<file path="config.mk">
export PLATFORM = sky130hd
export DESIGN_NAME = uart_line_ctrl_gpio
export DESIGN_NICKNAME = d
export VERILOG_FILES = /design/src/verilog/uart_line_ctrl_gpio.v
export VERILOG_INCLUDE_DIRS = /design/src /design/src/shared
export SDC_FILE = /design/constraint.sdc
export NUM_CORES = 1
export LEC_CHECK = 0
export BUFFER_PORTS_ARGS = -buffer_cell sky130_fd_sc_hd__buf_2
export CAP_MARGIN = 10
export CELL_PAD_IN_SITES_DETAIL_PLACEMENT = 1
export CELL_PAD_IN_SITES_GLOBAL_PLACEMENT = 1
export CORE_ASPECT_RATIO = 0.6
export CORE_MARGIN = 3
export CORE_UTILIZATION = 43
export DETAILED_ROUTE_END_ITERATION = 10
export GPL_TIMING_DRIVEN = 0
export PLACE_DENSITY_LB_ADDON = 0.2
export SETUP_SLACK_MARGIN = 0.4
export SLEW_MARGIN = 10
export SYNTH_ARGS = -nofsm -noshare
export SYNTH_HDL_FRONTEND = slang
export SYNTH_SLANG_ARGS = --single-unit
</file>
<file path="constraint.sdc">
create_clock -name CLK_IN -period 2.82 [get_ports CLK_IN]
set_input_delay 0.141 -clock CLK_IN [delete_from_list [all_inputs] [get_ports CLK_IN]]
set_output_delay 0.141 -clock CLK_IN [all_outputs]
set_load 0.01 [all_outputs]
</file>
<file path="src/shared/line_ctrl_regs.vh">
// Purpose: register indices, field positions, reset values and timing for the UART line control block
// Assumes: byte address on the bus is four times the register index
// Notes: registers are at most 16 bits wide, in the low half of a 32-bit word
`ifndef LINE_CTRL_REGS_VH
`define LINE_CTRL_REGS_VH

`define IDX_RESUME_CHAR 10'h047
`define IDX_PAUSE_CHAR 10'h048
`define IDX_ERROR_FLAGS 10'h049
`define IDX_BREAK_COUNT 10'h04a
`define IDX_RELEASE_DELAY 10'h04b
`define IDX_PIN_FUNCTION 10'h04c
`define IDX_PIN_OUTPUT_SEL 10'h04d
`define IDX_PIN_DRIVE_HIGH 10'h04e
`define IDX_PIN_DRIVE_LOW 10'h04f
`define IDX_PIN_LEVEL 10'h050
`define IDX_PIN_INT_MASK 10'h051

`define RST_RESUME_CHAR 8'h11
`define RST_PAUSE_CHAR 8'h13

`define ERR_BREAK_LIVE 7
`define ERR_OVERRUN 6
`define ERR_PARITY 5
`define ERR_FRAMING 4
`define ERR_BREAK_SEEN 3

`define BREAK_FOREVER 16'hffff
`define FN_POL_BIT 3

`define MODE_GPIO 3'h0
`define MODE_RTS_CTS 3'h1
`define MODE_DTR_DSR 3'h2
`define MODE_485_TX 3'h3
`define MODE_485_ADDR 3'h4

`define BREAK_TICK_US 1000
`define CLK_MHZ 10

`endif

</file>
<file path="src/verilog/uart_line_ctrl_gpio.v">
// Purpose: UART line control, break timer, RS-485 direction and six shared GPIO pins
// Assumes: Avalon-MM slave, word addressed by register index; pin and line inputs are asynchronous
// Notes: registers answer with waitrequest low one cycle after the request appears
`timescale 1ns/100ps
`include "line_ctrl_regs.vh"

module uart_line_ctrl_gpio #(
    parameter BREAK_TICK_CYCLES = (`BREAK_TICK_US * `CLK_MHZ),
    parameter PIN_COUNT = 6
) (
    input wire CLK_IN,
    input wire RESET_N_IN,
    input wire [9:0] AVS_ADDRESS_IN,
    input wire AVS_READ_IN,
    input wire AVS_WRITE_IN,
    input wire [31:0] AVS_WRITEDATA_IN,
    input wire [3:0] AVS_BYTEENABLE_IN,
    output reg [31:0] AVS_READDATA_OUT,
    output reg AVS_WAITREQUEST_OUT,
    input wire [8:0] RX_CHAR_IN,
    input wire RX_CHAR_VALID_IN,
    input wire RX_BREAK_LINE_IN,
    input wire RX_OVERRUN_IN,
    input wire RX_PARITY_ERR_IN,
    input wire RX_FRAMING_ERR_IN,
    input wire RX_BREAK_ERR_IN,
    input wire TX_BUSY_IN,
    input wire BIT_TICK_IN,
    input wire ADDRESS_MATCH_IN,
    output reg TX_BREAK_OUT,
    output reg RESUME_SEEN_OUT,
    output reg PAUSE_SEEN_OUT,
    output reg PEER_CTS_OUT,
    output reg PEER_DSR_OUT,
    input wire LOCAL_RTS_IN,
    input wire LOCAL_DTR_IN,
    input wire [5:0] PIN_IN,
    output reg [5:0] PIN_OUT,
    output reg [5:0] PIN_OE_OUT,
    output reg PIN_CHANGE_OUT
);

    reg [7:0] resume_char_q;
    reg [7:0] pause_char_q;
    reg [3:0] err_sticky_q;
    reg [15:0] break_count_q;
    reg [23:0] tick_cnt_q;
    reg [3:0] release_delay_q;
    reg [3:0] pin_function_q;
    reg [5:0] pin_output_sel_q;
    reg [5:0] pin_latch_q;
    reg [5:0] pin_int_mask_q;
    reg [5:0] pin_meta_q;
    reg [5:0] pin_sync_q;
    reg [5:0] pin_prev_q;
    reg [4:0] err_meta_q;
    reg [4:0] err_sync_q;
    reg [4:0] err_prev_q;
    reg busy_meta_q;
    reg busy_sync_q;
    reg match_meta_q;
    reg match_sync_q;
    reg bit_meta_q;
    reg bit_sync_q;
    reg bit_prev_q;
    reg dir_active_q;
    reg [3:0] hold_cnt_q;
    reg addr_armed_q;
    reg [7:0] rx_char_q;
    reg rx_new_q;
    reg [1:0] pin_settle_q;
    reg rx_valid_meta_q;
    reg rx_valid_sync_q;
    reg rx_valid_prev_q;
    reg [31:0] rdata_d;
    reg [5:0] pin_out_d;
    reg [5:0] pin_oe_d;

    wire access = (AVS_READ_IN | AVS_WRITE_IN) & AVS_WAITREQUEST_OUT;
    wire wr = AVS_WRITE_IN & AVS_WAITREQUEST_OUT;
    wire rd = AVS_READ_IN & AVS_WAITREQUEST_OUT;
    wire lo_en = AVS_BYTEENABLE_IN[0];
    wire hi_en = AVS_BYTEENABLE_IN[1];
    wire [15:0] wdata = AVS_WRITEDATA_IN[15:0];
    wire [2:0] mode = pin_function_q[2:0];
    wire pol_high = pin_function_q[`FN_POL_BIT];
    // Last count of one millisecond, cut to the width of the counter
    wire [31:0] tick_last = BREAK_TICK_CYCLES - 1;
    wire tick_done = (tick_cnt_q == tick_last[23:0]);
    wire rx_valid_rise = rx_valid_sync_q & ~rx_valid_prev_q;
    wire bit_rise = bit_sync_q & ~bit_prev_q;
    wire [3:0] err_rise = err_sync_q[3:0] & ~err_prev_q[3:0];
    wire is_485 = (mode == `MODE_485_TX) | (mode == `MODE_485_ADDR);
    wire [15:0] break_wr = {hi_en ? wdata[15:8] : break_count_q[15:8], lo_en ? wdata[7:0] : break_count_q[7:0]};

    // Two-flop synchronisers for everything that arrives from the line side except the character, which is captured on its valid edge
    always @(posedge CLK_IN) begin
        if (!RESET_N_IN) begin
            pin_meta_q <= 6'h00;
            pin_sync_q <= 6'h00;
            pin_prev_q <= 6'h00;
            pin_settle_q <= 2'h0;
            err_meta_q <= 5'h00;
            err_sync_q <= 5'h00;
            err_prev_q <= 5'h00;
            busy_meta_q <= 1'b0;
            busy_sync_q <= 1'b0;
            match_meta_q <= 1'b0;
            match_sync_q <= 1'b0;
            bit_meta_q <= 1'b0;
            bit_sync_q <= 1'b0;
            bit_prev_q <= 1'b0;
            rx_valid_meta_q <= 1'b0;
            rx_valid_sync_q <= 1'b0;
            rx_valid_prev_q <= 1'b0;
        end else begin
            pin_meta_q <= PIN_IN;
            pin_sync_q <= pin_meta_q;
            pin_prev_q <= pin_sync_q;
            // Pulled-up pins would look like a change right after reset; wait until the pipe holds real levels
            if (pin_settle_q != 2'h3) begin
                pin_settle_q <= pin_settle_q + 2'h1;
            end
            err_meta_q <= {RX_BREAK_LINE_IN, RX_OVERRUN_IN, RX_PARITY_ERR_IN, RX_FRAMING_ERR_IN, RX_BREAK_ERR_IN};
            err_sync_q <= err_meta_q;
            err_prev_q <= err_sync_q;
            busy_meta_q <= TX_BUSY_IN;
            busy_sync_q <= busy_meta_q;
            match_meta_q <= ADDRESS_MATCH_IN;
            match_sync_q <= match_meta_q;
            bit_meta_q <= BIT_TICK_IN;
            bit_sync_q <= bit_meta_q;
            bit_prev_q <= bit_sync_q;
            rx_valid_meta_q <= RX_CHAR_VALID_IN;
            rx_valid_sync_q <= rx_valid_meta_q;
            rx_valid_prev_q <= rx_valid_sync_q;
        end
    end

    // Character is sampled once its valid level has crossed, so it is stable by then
    always @(posedge CLK_IN) begin
        if (!RESET_N_IN) begin
            rx_char_q <= 8'h00;
            rx_new_q <= 1'b0;
            RESUME_SEEN_OUT <= 1'b0;
            PAUSE_SEEN_OUT <= 1'b0;
        end else begin
            if (rx_valid_rise) begin
                rx_char_q <= RX_CHAR_IN[7:0];
            end
            // Compare one cycle later, against the captured copy
            rx_new_q <= rx_valid_rise;
            RESUME_SEEN_OUT <= rx_new_q & (rx_char_q == resume_char_q);
            PAUSE_SEEN_OUT <= rx_new_q & (rx_char_q == pause_char_q);
        end
    end

    // Register bus: one wait cycle, then the answer
    always @(posedge CLK_IN) begin
        if (!RESET_N_IN) begin
            AVS_WAITREQUEST_OUT <= 1'b1;
            AVS_READDATA_OUT <= 32'h00000000;
        end else begin
            AVS_WAITREQUEST_OUT <= ~access;
            if (rd) begin
                AVS_READDATA_OUT <= rdata_d;
            end
        end
    end

    always @* begin
        rdata_d = 32'h00000000;
        case (AVS_ADDRESS_IN)
            `IDX_RESUME_CHAR: rdata_d[7:0] = resume_char_q;
            `IDX_PAUSE_CHAR: rdata_d[7:0] = pause_char_q;
            `IDX_ERROR_FLAGS: rdata_d[7:3] = {err_sync_q[4], err_sticky_q};
            `IDX_BREAK_COUNT: rdata_d[15:0] = break_count_q;
            `IDX_RELEASE_DELAY: rdata_d[3:0] = release_delay_q;
            `IDX_PIN_FUNCTION: rdata_d[3:0] = pin_function_q;
            `IDX_PIN_OUTPUT_SEL: rdata_d[5:0] = pin_output_sel_q;
            `IDX_PIN_LEVEL: rdata_d[5:0] = pin_sync_q;
            `IDX_PIN_INT_MASK: rdata_d[5:0] = pin_int_mask_q;
            default: rdata_d = 32'h00000000;
        endcase
    end

    // Configuration registers and sticky error flags
    always @(posedge CLK_IN) begin
        if (!RESET_N_IN) begin
            resume_char_q <= `RST_RESUME_CHAR;
            pause_char_q <= `RST_PAUSE_CHAR;
            release_delay_q <= 4'h0;
            pin_function_q <= 4'h0;
            pin_output_sel_q <= 6'h00;
            pin_int_mask_q <= 6'h00;
            err_sticky_q <= 4'h0;
        end else begin
            if (wr && lo_en) begin
                case (AVS_ADDRESS_IN)
                    `IDX_RESUME_CHAR: resume_char_q <= wdata[7:0];
                    `IDX_PAUSE_CHAR: pause_char_q <= wdata[7:0];
                    `IDX_RELEASE_DELAY: release_delay_q <= wdata[3:0];
                    `IDX_PIN_FUNCTION: pin_function_q <= wdata[3:0];
                    `IDX_PIN_OUTPUT_SEL: pin_output_sel_q <= wdata[5:0];
                    `IDX_PIN_INT_MASK: pin_int_mask_q <= wdata[5:0];
                    default: ;
                endcase
            end
            // A new error in the read cycle survives the clear
            if (rd && AVS_ADDRESS_IN == `IDX_ERROR_FLAGS) begin
                err_sticky_q <= err_rise;
            end else begin
                err_sticky_q <= err_sticky_q | err_rise;
            end
        end
    end

    // Break generator with millisecond countdown
    // A fresh write restarts the millisecond so the first step is a whole one
    always @(posedge CLK_IN) begin
        if (!RESET_N_IN) begin
            break_count_q <= 16'h0000;
            tick_cnt_q <= 24'h000000;
            TX_BREAK_OUT <= 1'b0;
        end else begin
            if (wr && AVS_ADDRESS_IN == `IDX_BREAK_COUNT && (lo_en || hi_en)) begin
                break_count_q <= break_wr;
                tick_cnt_q <= 24'h000000;
            end else if (break_count_q != 16'h0000 && break_count_q != `BREAK_FOREVER) begin
                if (tick_done) begin
                    tick_cnt_q <= 24'h000000;
                    break_count_q <= break_count_q - 16'h0001;
                end else begin
                    tick_cnt_q <= tick_cnt_q + 24'h000001;
                end
            end
            TX_BREAK_OUT <= (break_count_q != 16'h0000);
        end
    end

    // RS-485 direction: asserted while sending (in MODE_485_ADDR only after an address match), held for the release delay in bit times
    always @(posedge CLK_IN) begin
        if (!RESET_N_IN) begin
            dir_active_q <= 1'b0;
            hold_cnt_q <= 4'h0;
            addr_armed_q <= 1'b0;
        end else begin
            if (mode != `MODE_485_ADDR) begin
                addr_armed_q <= 1'b0;
            end else if (match_sync_q) begin
                addr_armed_q <= 1'b1;
            end
            if (!is_485) begin
                dir_active_q <= 1'b0;
                hold_cnt_q <= 4'h0;
            end else if (busy_sync_q && (mode == `MODE_485_TX || addr_armed_q)) begin
                dir_active_q <= 1'b1;
                hold_cnt_q <= release_delay_q;
            end else if (dir_active_q) begin
                if (hold_cnt_q == 4'h0) begin
                    dir_active_q <= 1'b0;
                end else if (bit_rise) begin
                    hold_cnt_q <= hold_cnt_q - 4'h1;
                end
            end
        end
    end

    // GPIO output latches
    always @(posedge CLK_IN) begin
        if (!RESET_N_IN) begin
            pin_latch_q <= 6'h00;
        end else if (wr && lo_en) begin
            if (AVS_ADDRESS_IN == `IDX_PIN_DRIVE_HIGH) begin
                pin_latch_q <= pin_latch_q | (wdata[5:0] & pin_output_sel_q);
            end else if (AVS_ADDRESS_IN == `IDX_PIN_DRIVE_LOW) begin
                pin_latch_q <= pin_latch_q & ~(wdata[5:0] & pin_output_sel_q);
            end
        end
    end

    // Pin function mux: start from GPIO, then let the mode take over its pins
    always @* begin
        pin_out_d = pin_latch_q;
        pin_oe_d = pin_output_sel_q;
        case (mode)
            `MODE_RTS_CTS: begin
                pin_out_d[5] = ~LOCAL_RTS_IN;
                pin_oe_d[5] = 1'b1;
                pin_oe_d[4] = 1'b0;
            end
            `MODE_DTR_DSR: begin
                pin_out_d[3] = ~LOCAL_DTR_IN;
                pin_oe_d[3] = 1'b1;
                pin_oe_d[2] = 1'b0;
            end
            `MODE_485_TX, `MODE_485_ADDR: begin
                pin_out_d[5] = pol_high ? dir_active_q : ~dir_active_q;
                pin_oe_d[5] = 1'b1;
            end
            default: ;
        endcase
    end

    always @(posedge CLK_IN) begin
        if (!RESET_N_IN) begin
            PIN_OUT <= 6'h00;
            PIN_OE_OUT <= 6'h00;
            PEER_CTS_OUT <= 1'b0;
            PEER_DSR_OUT <= 1'b0;
            PIN_CHANGE_OUT <= 1'b0;
        end else begin
            PIN_OUT <= pin_out_d;
            PIN_OE_OUT <= pin_oe_d;
            PEER_CTS_OUT <= (mode == `MODE_RTS_CTS) & ~pin_sync_q[4];
            PEER_DSR_OUT <= (mode == `MODE_DTR_DSR) & ~pin_sync_q[2];
            PIN_CHANGE_OUT <= (pin_settle_q == 2'h3) && (|((pin_sync_q ^ pin_prev_q) & ~pin_int_mask_q));
        end
    end

endmodule // uart_line_ctrl_gpio

</file>
==> flow_summary.ini <==
[detailed_routing]
drtIter0Drc = 579
routed_wl_um = 27800
ant_nets = 0
num_vias = 7373
routedWlPerCell_um = 21.2
first_pass_iters = 5
viasPerCell = 5.62
drc = 0

[logic_synthesis]
synthFlopType = dfxtp_1
yosysMostFrequentCell = dfxtp_1
seq_area_frac_synth_pct = 44.3
syn_area_per_cell_um2 = 8.97
synth-seq-cells = 180
yosys.area.top_type_share_pct = 44.3
yosys_warnings = 0
synthTopCellsByCount = dfxtp_1 (180), nor2_1 (129), mux2i_1 (70)
async_flop_share_pct = 0
netlist_area_um2 = 8140
synthTopCellsByArea = dfxtp_1 (44%), mux2i_1 (8.6%), nor2_1 (5.9%), and2_1 (4.0%), xnor2_1 (3.1%)
synthCells = 908
synth_top_area_cell = dfxtp_1
ys_types = 68
synth-edff-count = 0

[global_route]
grt_overflow_total = 0
grtUsageTotal_pct = 27.2
grt_max_degree = 17
grt_first_pass_wirelength_um = 42900
antenna_found_initial = 0
grt_pass1_vias = 7333

[critical_path]
crit_chain = clkbuf_2 -> or4_4 -> or4_1 -> nor4_2 -> a21o_1 -> o21ai_0
critPathMaxStageDelay_ns = 0.60
end_kind = flop
crit_type = flop to flop
required_ns = 3.14
critPathLaunchType = flop
critPathMaxFanout = 9
worstPathArrival_ns = 2.70
worst_path_max_delay_cell = or4_1

[sta]
period_share_pct = 84.2
setup_ws_ns = 0.446
slew_viol_final = 0
final-setup-viol-count = 0
hold_viol_final = 0
rsz0062_at_grt = yes
relSlewSlack_pct = 29.2
fin_crit_ns = 2.37
worstMarginPinSlew_ns = 1.05
fin_skew_ns = 0.00841
fmaxAchievable_mhz = 421
tns_ns = 0

[placement]
place_hpwl_um = 20400
pre_cts_ws_ns = 0.0940
io_buffer_count = 86
gp_congestion = 0.976

[clock_tree]
clkLatencyLatePin_ns = 0.44
cts.sinks = 180
cts_buffers = 17
cts_tree = done
clk_pin_slew_ns = 0.07
max-clock-path-buffers = 2
root_buffer = clkbuf_16
htreeDepth = 4

[floorplan]
num_io_pins = 127
num_rows = 38
die-area_um2 = 20700
initial_utilization_pct = 44.5
die_w_um = 184
die_h_um = 113
core_um2 = 18300

[power_and_ir_drop]
p_leak_nw = 4.07
p_per_area_nw_per_um2 = 534
max-vdd-ir-drop_mv = 0.421

[status]
status = finished, final reports clean

[flow_run]
cap_viol_max_count = 0

[finish]
antennaDiodeCount = 0
area_growth_pct = 21.9
fin_nets = 1140
layout-drive-gt1-share_pct = 17.6

[worst_hold_path]
hold_class = input port to flop
==> cells by family (layout without fill, tap and decap cells) <==
family,count (synthesis),in the layout,synth area share (%)
other cells,1,16,0.0461
mux,70,70,8.60
fa+ha+maj,6,6,0.922
simple gates,393,393,25.7
flops,180,180,44.3
compound gates,131,131,10.6
xor+xnor,49,49,5.27
buf+inv,78,226,4.61
==> state kept, by name (all words and copies together) (netlist names), 2 cells and up, named ones only <==
| name | count |
|---|---|
| PIN_OE_OUT | 6 |
| release_delay_q | 4 |
| pin_function_q | 4 |
| err_sync_q | 5 |
| err_prev_q | 4 |
| hold_cnt_q | 4 |
| pause_char_q | 8 |
| resume_char_q | 8 |
| pin_meta_q | 6 |
| rx_char_q | 8 |
| break_count_q | 16 |
| pin_int_mask_q | 6 |
| tick_cnt_q | 24 |
| pin_sync_q | 6 |
| err_meta_q | 5 |
| pin_output_sel_q | 6 |
| PIN_OUT | 6 |
| pin_settle_q | 2 |
| pin_prev_q | 6 |
| err_sticky_q | 4 |
| AVS_READDATA_OUT | 16 |
==> worst max-delay path, delay by kind of cell, from the launching register on <==
kind            cells  cell delay (ns)
simple gates        3             1.50
flops               1             0.30
compound gates      2             0.26
buf+inv             1             0.21
==> routing by layer <==
layer	routed length [um]	GRT usage [%]	up-vias
met5	0	0	-
met4	287	6.39	0
met3	2190	6.48	19
met2	11300	37.9	279
met1	14100	42.0	3604
li1	-	-	3471
==> repair_timing <==
action,4_1_cts,5_1_grt
resized for setup,11,24
gates cloned,0,0
endpoints found under the hold margin,25,0
hold buffers,26,0
setup endpoints to repair,37,44
buffers inserted,0,4
pin swaps,1,3
==> layout make-up <==
cell class | count | area [um2]
plain buffers | 64 | 334
clock buffers | 21 | 460
clock inverters | 11 | 104
fillers | 2156 | 8380
inverters | 14 | 52.6
multi-input cells | 665 | 4340
flip-flops and latches | 180 | 3610
well taps | 240 | 300
repair buffers | 116 | 733
==> power breakdown <==
part | total (mW) | internal (mW) | switching, mW
sequential | 2.61 | 2.58 | 0.0251
combinational | 0.374 | 0.145 | 0.229
clock | 2.32 | 1.27 | 1.05
total | 5.30 | 4.00 | 1.30
==> cells in the final DEF (no fill, tap or decap), types with 8 or more instances in the layout <==
cell           instances
dfxtp_1              178
nor2_1               127
buf_2                 93
mux2i_1               70
and2_1                52
nand2_1               46
nand3_1               36
a21oi_1               31
clkbuf_1              29
xnor2_1               29
nor3_1                28
dlygate4sd3_1         26
buf_4                 22
xor2_1                20
o21ai_0               20
nand4_1               18
clkbuf_16             17
conb_1                16
a22oi_1               14
inv_1                 12
a31oi_1               10
nor2b_1                8
nor4_1                 8
==> per-stage QoR <==
step           utilization, %  power (mW)  cells  instance area (um2)  hold slack, ns
2_1_floorplan               -        2.85    923                 8200           0.237
3_3_place_gp             48.8        2.99   1249                 8930           0.347
3_5_place_dp             48.8        3.00   1249                 8930           0.353
4_1_cts                  53.5        5.31   1307                 9790         0.00105
5_1_grt                  54.2        5.48   1311                 9930          0.0160
6_report                 54.2        5.30   1311                 9930          0.0159
==> final timing paths <==
| path | from | to | slack [ns] | depth (start not counted) |
|---|---|---|---|---|
| worst max-delay path | break_count_q[7]$_SDFFE_PN0P_ | break_count_q[13]$_SDFFE_PN0P_ | 0.45 | 6 |
| worst min-delay path | AVS_WRITEDATA_IN[12] | break_count_q[12]$_SDFFE_PN0P_ | 0.02 | 3 |
| worst max register to register | break_count_q[7]$_SDFFE_PN0P_ | break_count_q[13]$_SDFFE_PN0P_ | 0.45 | 6 |
| worst min register to register | rx_valid_prev_q$_SDFF_PN0_ | rx_new_q$_SDFF_PN0_ | 0.43 | 1 |
Power figures use the tool's default switching activity.
